**config.mk**
```make
export PLATFORM = sky130hd
export DESIGN_NAME = eep_protocol
export DESIGN_NICKNAME = d
export VERILOG_FILES = /design/src/inc/eep_pkg.sv /design/src/inc/eep_mem_if.sv /design/src/verilog/eep_array.sv /design/src/verilog/eep_protocol.sv
export VERILOG_INCLUDE_DIRS = /design/src /design/src/inc
export SDC_FILE = /design/constraint.sdc
export NUM_CORES = 2
export LEC_CHECK = 0
export ABC_CLOCK_PERIOD_IN_PS = 8000
export BUFFER_PORTS_ARGS = -buffer_cell sky130_fd_sc_hd__buf_2
export CORE_UTILIZATION = 35
export CTS_BUF_LIST = sky130_fd_sc_hd__clkbuf_4 sky130_fd_sc_hd__clkbuf_8
export DETAILED_ROUTE_END_ITERATION = 7
export GPL_ROUTABILITY_DRIVEN = 0
export SETUP_SLACK_MARGIN = 0.1
export SYNTH_ARGS = -nofsm -noshare
export SYNTH_HDL_FRONTEND = slang
export SYNTH_SLANG_ARGS = --single-unit
```
**constraint.sdc**
```tcl
create_clock -name mclk -period 8 [get_ports mclk]
set_input_delay 1.6 -clock mclk [delete_from_list [all_inputs] [get_ports mclk]]
set_output_delay 1.6 -clock mclk [all_outputs]
set_load 0.03 [all_outputs]
```
**src/inc/eep_defs.svh**
```systemverilog
`ifndef EEP_DEFS_SVH
`define EEP_DEFS_SVH

// Array geometry: 512 bytes, one select-code bit used as address bit 8
`define EEP_ADDR_W 9
`define EEP_DEPTH 512
`define EEP_UPPER_BITS 1
`define EEP_CE_ADDR_MASK 3'b001

// Page buffer geometry
`define EEP_PAGE_BYTES 16
`define EEP_PAGE_W 4

// Select code field positions
`define EEP_SEL_TYPE_MSB 7
`define EEP_SEL_TYPE_LSB 4
`define EEP_SEL_CE_MSB 3
`define EEP_SEL_CE_LSB 1
`define EEP_SEL_RW_BIT 0

// Bit counter values
`define EEP_BITS_PER_BYTE 4'h8
`define EEP_STOP_SLOT_BIT 4'h1

// Self-timed write cycle
`define EEP_TW_NS 5000000
`define EEP_MCLK_PERIOD_NS 25
`define EEP_TW_CNT_W 24

`endif

```
**src/inc/eep_pkg.sv**
```systemverilog
package eep_pkg;

    typedef enum logic [4:0]
    {
        ST_IDLE   = 5'b00001,
        ST_SELECT = 5'b00010,
        ST_ADDR   = 5'b00100,
        ST_WDATA  = 5'b01000,
        ST_RDATA  = 5'b10000
    } eep_state_t;

    typedef logic [7:0] eep_byte_t;

endpackage

```
**src/inc/eep_mem_if.sv**
```systemverilog
`include "eep_defs.svh"

interface eep_mem_if;
    logic writeEn;
    logic [`EEP_ADDR_W-1:0] writeAddr;
    logic [7:0] writeData;
    logic [`EEP_ADDR_W-1:0] readAddr;
    logic [7:0] readData;

    modport ctrl
    (
        output writeEn,
        output writeAddr,
        output writeData,
        output readAddr,
        input readData
    );

    modport mem
    (
        input writeEn,
        input writeAddr,
        input writeData,
        input readAddr,
        output readData
    );
endinterface

```
**src/verilog/eep_array.sv**
```systemverilog
`include "eep_defs.svh"

module eep_array
(
    input wire logic mclk,
    eep_mem_if.mem port
);
    logic [7:0] cells [0:`EEP_DEPTH-1];
    logic [7:0] readData_reg;

    // No reset on the cells: contents survive a reset of the protocol engine
    always_ff @(posedge mclk)
    begin
        if (port.writeEn)
        begin
            cells[port.writeAddr] <= port.writeData;
        end
        readData_reg <= cells[port.readAddr];
    end

    assign port.readData = readData_reg;
endmodule

```
**src/verilog/eep_protocol.sv**
```systemverilog
`include "eep_defs.svh"

// Behaviour
// - Start: data falls while clock high
// - Watch for Start; ignore bus until then
// - Stop: data rises with clock high; ends transfer
// - Release after eight bits; receiver acks ninth
// - Sample data on rising clock edge
// - Select: type, chip enables, direction, MSB first
// - Respond only if chip enables match straps
// - Address-bit positions skip strap comparison
// - Eighth select bit: one read, zero write
// - Ack match in ninth bit; mismatch goes standby
// - Write select, then acked address, then data
// - Program only on Stop in tenth slot
// - Ignore bus during internal write cycle
// - Busy polling gets no ack until done
// - Write protect: ack select/address, nack data
// - Page of 16 bytes; low 4 bits wrap
// - Random read: dummy write, restart, read select
// - Current read outputs counter byte, then increments
// - Acked reads continue; counter wraps to zero
// - Master nack ends read, device to standby
module eep_protocol
#(
    parameter logic [3:0] DEV_TYPE = 4'h5,
    parameter int unsigned WRITE_CYCLES = `EEP_TW_NS / `EEP_MCLK_PERIOD_NS
)
(
    input wire logic mclk,
    input wire logic rst_n,
    input wire logic scl,
    input wire logic sdaIn,
    output logic sdaOut,
    output logic sdaOe,
    input wire logic chipSelectStrap0,
    input wire logic chipSelectStrap1,
    input wire logic chipSelectStrap2,
    input wire logic writeProtectInput,
    output logic writeBusy
);
    import eep_pkg::*;

    // DEV_TYPE default is arbitrary; set it to the device type identifier in use

    typedef struct packed
    {
        logic sclS1;
        logic sclS2;
        logic sclD;
        logic sdaS1;
        logic sdaS2;
        logic sdaD;
        logic [2:0] strapS1;
        logic [2:0] strapS2;
        logic wpS1;
        logic wpS2;
        eep_state_t st;
        logic prog;
        logic [4:0] progStep;
        logic [`EEP_TW_CNT_W-1:0] waitCnt;
        logic [3:0] bitCnt;
        logic ackSlot;
        logic lastAck;
        logic wpSeen;
        eep_byte_t rxByte;
        eep_byte_t txByte;
        logic [`EEP_ADDR_W-1:0] addrCnt;
        logic [`EEP_PAGE_BYTES-1:0][7:0] pageData;
        logic [`EEP_PAGE_BYTES-1:0] pageValid;
        logic oe;
        logic busy;
    } eep_core_t;

    eep_core_t r_reg;
    eep_core_t r_next;

    eep_mem_if memBus();

    eep_array uArray
    (
        .mclk(mclk),
        .port(memBus.mem)
    );

    logic sclRise;
    logic sclFall;
    logic startEv;
    logic stopEv;
    logic selTypeOk;
    logic selCeOk;
    eep_byte_t shifted;

    assign sclRise = r_reg.sclS2 & ~r_reg.sclD;
    assign sclFall = ~r_reg.sclS2 & r_reg.sclD;
    assign startEv = r_reg.sclS2 & r_reg.sclD & r_reg.sdaD & ~r_reg.sdaS2;
    assign stopEv = r_reg.sclS2 & r_reg.sclD & ~r_reg.sdaD & r_reg.sdaS2;
    assign shifted = {r_reg.rxByte[6:0], r_reg.sdaS2};

    // Decoded from the completed select byte at the eighth falling edge
    assign selTypeOk = r_reg.rxByte[`EEP_SEL_TYPE_MSB:`EEP_SEL_TYPE_LSB] == DEV_TYPE;
    assign selCeOk = ((r_reg.rxByte[`EEP_SEL_CE_MSB:`EEP_SEL_CE_LSB] ^ r_reg.strapS2)
        & ~`EEP_CE_ADDR_MASK) == 3'h0;

    assign memBus.writeEn = r_reg.prog && !r_reg.progStep[4]
        && r_reg.pageValid[r_reg.progStep[3:0]];
    assign memBus.writeAddr = {r_reg.addrCnt[`EEP_ADDR_W-1:`EEP_PAGE_W], r_reg.progStep[3:0]};
    assign memBus.writeData = r_reg.pageData[r_reg.progStep[3:0]];
    // Read port follows the counter every cycle, so data is ready long before the SCL edge
    assign memBus.readAddr = r_reg.addrCnt;

    always_comb
    begin
        r_next = r_reg;
        r_next.sclS1 = scl;
        r_next.sclS2 = r_reg.sclS1;
        r_next.sclD = r_reg.sclS2;
        r_next.sdaS1 = sdaIn;
        r_next.sdaS2 = r_reg.sdaS1;
        r_next.sdaD = r_reg.sdaS2;
        r_next.strapS1 = {chipSelectStrap2, chipSelectStrap1, chipSelectStrap0};
        r_next.strapS2 = r_reg.strapS1;
        r_next.wpS1 = writeProtectInput;
        r_next.wpS2 = r_reg.wpS1;

        if (r_reg.prog)
        begin
            // Bus lines are not looked at here, so polls go unanswered
            r_next.oe = 1'b0;
            if (!r_reg.progStep[4])
            begin
                r_next.progStep = r_reg.progStep + 5'h01;
            end
            else if (r_reg.waitCnt == `EEP_TW_CNT_W'(WRITE_CYCLES - 1))
            begin
                r_next.prog = 1'b0;
                r_next.pageValid = '0;
                r_next.st = ST_IDLE;
            end
            else
            begin
                r_next.waitCnt = r_reg.waitCnt + `EEP_TW_CNT_W'(1);
            end
        end
        else if (startEv)
        begin
            // A repeated Start drops any half-received byte and pending page data
            r_next.st = ST_SELECT;
            r_next.bitCnt = 4'h0;
            r_next.ackSlot = 1'b0;
            r_next.lastAck = 1'b0;
            r_next.oe = 1'b0;
            r_next.wpSeen = r_reg.wpS2;
            r_next.pageValid = '0;
        end
        else if (stopEv)
        begin
            r_next.oe = 1'b0;
            r_next.ackSlot = 1'b0;
            r_next.st = ST_IDLE;
            if (r_reg.st == ST_WDATA && r_reg.bitCnt == `EEP_STOP_SLOT_BIT && r_reg.lastAck
                && !r_reg.ackSlot && r_reg.pageValid != '0)
            begin
                r_next.prog = 1'b1;
                r_next.progStep = 5'h00;
                r_next.waitCnt = '0;
            end
        end
        else
        begin
            if (r_reg.st == ST_SELECT || r_reg.st == ST_ADDR)
            begin
                r_next.wpSeen = r_reg.wpSeen | r_reg.wpS2;
            end
            unique case (r_reg.st)
                ST_IDLE:
                begin
                    r_next.oe = 1'b0;
                end
                ST_SELECT, ST_ADDR, ST_WDATA:
                begin
                    if (sclRise && !r_reg.ackSlot && r_reg.bitCnt != `EEP_BITS_PER_BYTE)
                    begin
                        r_next.rxByte = shifted;
                        r_next.bitCnt = r_reg.bitCnt + 4'h1;
                        if (r_reg.bitCnt != 4'h0)
                        begin
                            r_next.lastAck = 1'b0;
                        end
                    end
                    else if (sclFall && r_reg.ackSlot)
                    begin
                        r_next.oe = 1'b0;
                        r_next.ackSlot = 1'b0;
                        r_next.bitCnt = 4'h0;
                    end
                    else if (sclFall && r_reg.bitCnt == `EEP_BITS_PER_BYTE)
                    begin
                        r_next.ackSlot = 1'b1;
                        if (r_reg.st == ST_SELECT)
                        begin
                            if (selTypeOk && selCeOk)
                            begin
                                r_next.oe = 1'b1;
                                r_next.addrCnt[`EEP_ADDR_W-1:8] =
                                    r_reg.rxByte[`EEP_UPPER_BITS:1];
                                if (r_reg.rxByte[`EEP_SEL_RW_BIT])
                                begin
                                    r_next.st = ST_RDATA;
                                end
                                else
                                begin
                                    r_next.st = ST_ADDR;
                                end
                            end
                            else
                            begin
                                r_next.ackSlot = 1'b0;
                                r_next.st = ST_IDLE;
                            end
                        end
                        else if (r_reg.st == ST_ADDR)
                        begin
                            r_next.oe = 1'b1;
                            r_next.addrCnt[7:0] = r_reg.rxByte;
                            r_next.st = ST_WDATA;
                        end
                        else if (!r_reg.wpSeen)
                        begin
                            r_next.oe = 1'b1;
                            r_next.lastAck = 1'b1;
                            r_next.pageData[r_reg.addrCnt[3:0]] = r_reg.rxByte;
                            r_next.pageValid[r_reg.addrCnt[3:0]] = 1'b1;
                            r_next.addrCnt[3:0] = r_reg.addrCnt[3:0] + 4'h1;
                        end
                        else
                        begin
                            r_next.oe = 1'b0;
                            r_next.lastAck = 1'b0;
                        end
                    end
                end
                ST_RDATA:
                begin
                    if (sclRise)
                    begin
                        if (r_reg.ackSlot)
                        begin
                            if (r_reg.sdaS2)
                            begin
                                r_next.ackSlot = 1'b0;
                                r_next.oe = 1'b0;
                                r_next.st = ST_IDLE;
                            end
                        end
                        else
                        begin
                            r_next.bitCnt = r_reg.bitCnt + 4'h1;
                        end
                    end
                    else if (sclFall)
                    begin
                        if (r_reg.ackSlot)
                        begin
                            // Ack slot of the select or of the master: load next byte
                            r_next.ackSlot = 1'b0;
                            r_next.bitCnt = 4'h0;
                            r_next.txByte = memBus.readData;
                            r_next.oe = ~memBus.readData[7];
                            r_next.addrCnt = r_reg.addrCnt + `EEP_ADDR_W'(1);
                        end
                        else if (r_reg.bitCnt == `EEP_BITS_PER_BYTE)
                        begin
                            r_next.oe = 1'b0;
                            r_next.ackSlot = 1'b1;
                        end
                        else if (r_reg.bitCnt != 4'h0)
                        begin
                            r_next.txByte = {r_reg.txByte[6:0], 1'b0};
                            r_next.oe = ~r_reg.txByte[6];
                        end
                    end
                end
                default:
                begin
                    r_next.oe = 1'b0;
                    r_next.st = ST_IDLE;
                end
            endcase
        end
        r_next.busy = r_next.prog;
    end

    always_ff @(posedge mclk or negedge rst_n)
    begin
        if (!rst_n)
        begin
            r_reg <= '{
                st: ST_IDLE,
                sclS1: 1'b1, sclS2: 1'b1, sclD: 1'b1,
                sdaS1: 1'b1, sdaS2: 1'b1, sdaD: 1'b1,
                default: '0
            };
        end
        else
        begin
            r_reg <= r_next;
        end
    end

    // Open drain: only ever pulls low
    always_ff @(posedge mclk or negedge rst_n)
    begin
        if (!rst_n)
        begin
            sdaOut <= 1'b0;
        end
        else
        begin
            sdaOut <= 1'b0;
        end
    end

    assign sdaOe = r_reg.oe;
    assign writeBusy = r_reg.busy;
endmodule
```
==> impl_metrics.yaml <==
run_status:
  status: "completed"
cts:
  clk-insertion-delay-late_ns: 1.25
  cts_resized: 0
  cts_setup_buffers: 0
  cts_root_buffer: "clkbuf_8"
  h-tree-depth: 6
  cts_tree: "done"
  clockBufferDepth: 4
  cts_hold_buf: 0
  clock_sink_count: 4327
  numCtsBuffers: 668
  path_clk_slew_ns: 0.06
placement:
  numPortBuffers: 8
  dp_hpwl_mm: 280
  dp.cells: 14400
timing:
  period_needed_ns: 5.37
  hold_violations: 0
  skew_ns: 0.0889
  setup_violations: 0
  fmax_mhz: 186
  drv_slew: 0
  tns_ns: 0
  slew_headroom: 0.0247
  worst_pin_slew_ns: 1.45
  finalCritPeriodShare: 0.672
  rsz0062_at_grt: "no"
global_route:
  antenna_found_initial: 24
  grt_max_degree: 229
  grt_pass1_vias: 88500
  use_met2: 0.297
  grt_pass1_wl_mm: 658
  grt.busiest_layer: "met2"
  gr-usage-all-layers: 0.187
  gr-total-overflow: 0
  met1_usage: 0.250
  grt_use_met3: 0.0420
critical_path:
  crit_required_ns: 8.83
  start_kind: "register"
  cp-startpoint: "memBus.writeAddr[0]$_DFFE_PN0P_"
  arrival_ns: 6.20
  crit_fanout: 42
  r2r_start: "memBus.writeAddr[0]$_DFFE_PN0P_"
  endpoint_kind: "register"
  critPathKind: "reg -> reg"
power_and_ir_drop:
  vdd_drop_max_uv: 302
  p_per_area_nw_per_um2: 241
  leakage_nw: 62.2
drt:
  drtIter0Drc: 10800
  drc: 0
  vias: 86800
  wl_per_cell_um: 29.9
  ant_nets: 0
  first_pass_iters: 5
  wl_mm: 468
  post_drt_via_cell_ratio: 5.56
run:
  maxCapViolCount: 0
finish:
  largest_reg_flops: 4096
  fin_cells: 15600
  drive_gt1_frac: 0.273
  fill_cells: 42700
  nets: 8681
  syn_to_final_growth_pct: 12.2
synthesis:
  synth-seq-cells: 4327
  avgSynthCellArea_sq_um: 20.4
  synth.cell_area_sq_um: 170000
  yosysWarnings: 0
  synthCells: 8305
  ys_types: 84
  synth_ff_type: "edfxtp_1"
  ys_seq_area_frac: 0.758
  synth_fp_nets: 8328
  ys_async_sr_fraction: 0.0515
  synth_edf_count: 4096
worst_hold_path:
  min_path_type: "reg -> reg"
  hp-start: "r_next[217]$_DFF_PN0_"
floorplanning:
  core_sq_um: 483000
  initial_core_util: 0.352
  ioPinCount: 11
  row_count: 255
  die_w_um: 699
  die_area_sq_um: 488000
  fp.dieH_um: 699
[routing by layer]
layer,vias to the layer above,part of all wire
met5,-,0.000096
met4,8,0.042
met3,877,0.094
met2,4510,0.47
met1,46400,0.39
li1,35100,-
[placed cells by master, fill, tap and decap left out, drive strengths merged, types with 17 or more instances in the layout]
master	n
nand4	33
a31oi	39
bufinv	18
nand3	114
clkbuf	896
buf	197
mux4	1003
and3	24
nand2	194
clkinv	231
mux2	191
nor4	24
edfxtp	4096
a22o	23
xor2	19
a32oi	20
a22oi	61
dfrtp	216
a211oi	28
o21ai	129
inv	66
nor2b	22
mux2i	362
a221oi	17
nor3	39
o22ai	161
nor2	635
a21oi	93
[cell usage after synthesis (all sizes together), types with 7 or more instances]
master | count | area share
edfxtp | 4096 | 0.72
mux4 | 1003 | 0.13
nor2 | 635 | 0.014
mux2i | 362 | 0.021
buf | 284 | 0.010
clkbuf | 230 | 0.0051
dfrtp | 216 | 0.032
nand2 | 194 | 0.0043
mux2 | 191 | 0.013
o22ai | 161 | 0.0059
o21ai | 129 | 0.0038
nand3 | 114 | 0.0034
a21oi | 93 | 0.0027
a22oi | 61 | 0.0027
a31oi | 39 | 0.0014
nor3 | 39 | 0.0011
nand4 | 33 | 0.0012
a211oi | 28 | 0.0012
inv | 27 | 0.00060
and3 | 24 | 0.00088
nor4 | 24 | 0.00092
a22o | 23 | 0.0012
nor2b | 22 | 0.00081
a32oi | 20 | 0.0010
xor2 | 19 | 0.00098
a221oi | 17 | 0.00088
and2 | 15 | 0.00055
ha | 15 | 0.0011
nand2b | 14 | 0.00052
o2111ai | 12 | 0.00062
o211ai | 12 | 0.00053
xnor2 | 12 | 0.00062
nand3b | 11 | 0.00049
and3b | 9 | 0.00046
and4 | 9 | 0.00046
dfxtp | 8 | 0.00094
nor3b | 8 | 0.00038
dfstp | 7 | 0.0011
o32ai | 7 | 0.00036
[where the power goes]
group	total, mW	switching (mW)	internal (mW)
clock network	18.3	8.72	9.60
logic	3.04	1.92	1.12
registers	24.7	0.200	24.5
total	46.0	10.8	35.2
[logic make-up after synthesis]
kind of cell / after synthesis / share of synthesized area
adder cells (fa/ha/maj): 15 / 0.00111
AO/OA/AOI/OAI: 657 / 0.0254
other: 1 / 0.0000221
XOR/XNOR: 31 / 0.00160
AND/OR/NAND/NOR: 1177 / 0.0308
flip-flops: 4327 / 0.758
multiplexers: 1556 / 0.167
buffers and inverters: 541 / 0.0159
[path summary, 6_finish.rpt]
check	end	slack (ns)	cells after the start
worst max-delay path	uArray.cells[440][2]$_DFFE_PP_	2.63	7
worst min-delay path	r_reg[217]$_DFF_PN0_	0.36	0
worst max register to register	uArray.cells[440][2]$_DFFE_PP_	2.63	7
worst min register to register	r_reg[217]$_DFF_PN0_	0.36	0
max in group asynchronous	memBus.readAddr[5]$_DFFE_PN0P_	5.63	2
min in group asynchronous	async pin	0.57	1
[area by class of cell]
cell class	count	area (sq um)	share of cell area
Timing Repair Buffer	197	1890	0.00994
Clock buffer	896	11000	0.0577
Multi-Input combinational cell	3437	38600	0.203
Sequential cell	4327	129000	0.676
Tap cell	6425	8040	0.0422
Antenna cell	12	30.0	0.000158
Clock inverter	294	2120	0.0111
Inverter	27	116	0.000610
[worst max-delay path, stage by stage, from the launching register on]
cell     delay, ns
dfrtp_2       0.34
buf_4         0.65
mux4_2        0.38
mux4_2        0.23
nand2_1       0.44
nor2_2        1.09
nand2_1       0.85
nor2_1        0.96
[stage by stage]
stage                     setup WS, ns  area (sq um)  utilization  hold WS (ns)  power (mW)
after floorplan                   1.86        170000            -         0.331        27.2
after global placement            2.69        177000        0.368         0.349        28.1
after detailed placement          2.59        177000        0.368         0.342        28.2
after CTS                         2.59        191000        0.395         0.360        46.3
after global routing              2.40        191000        0.395         0.365        47.3
final                             2.63        191000        0.395         0.358        46.0
Note: power is estimated with default switching activity, not from simulation.
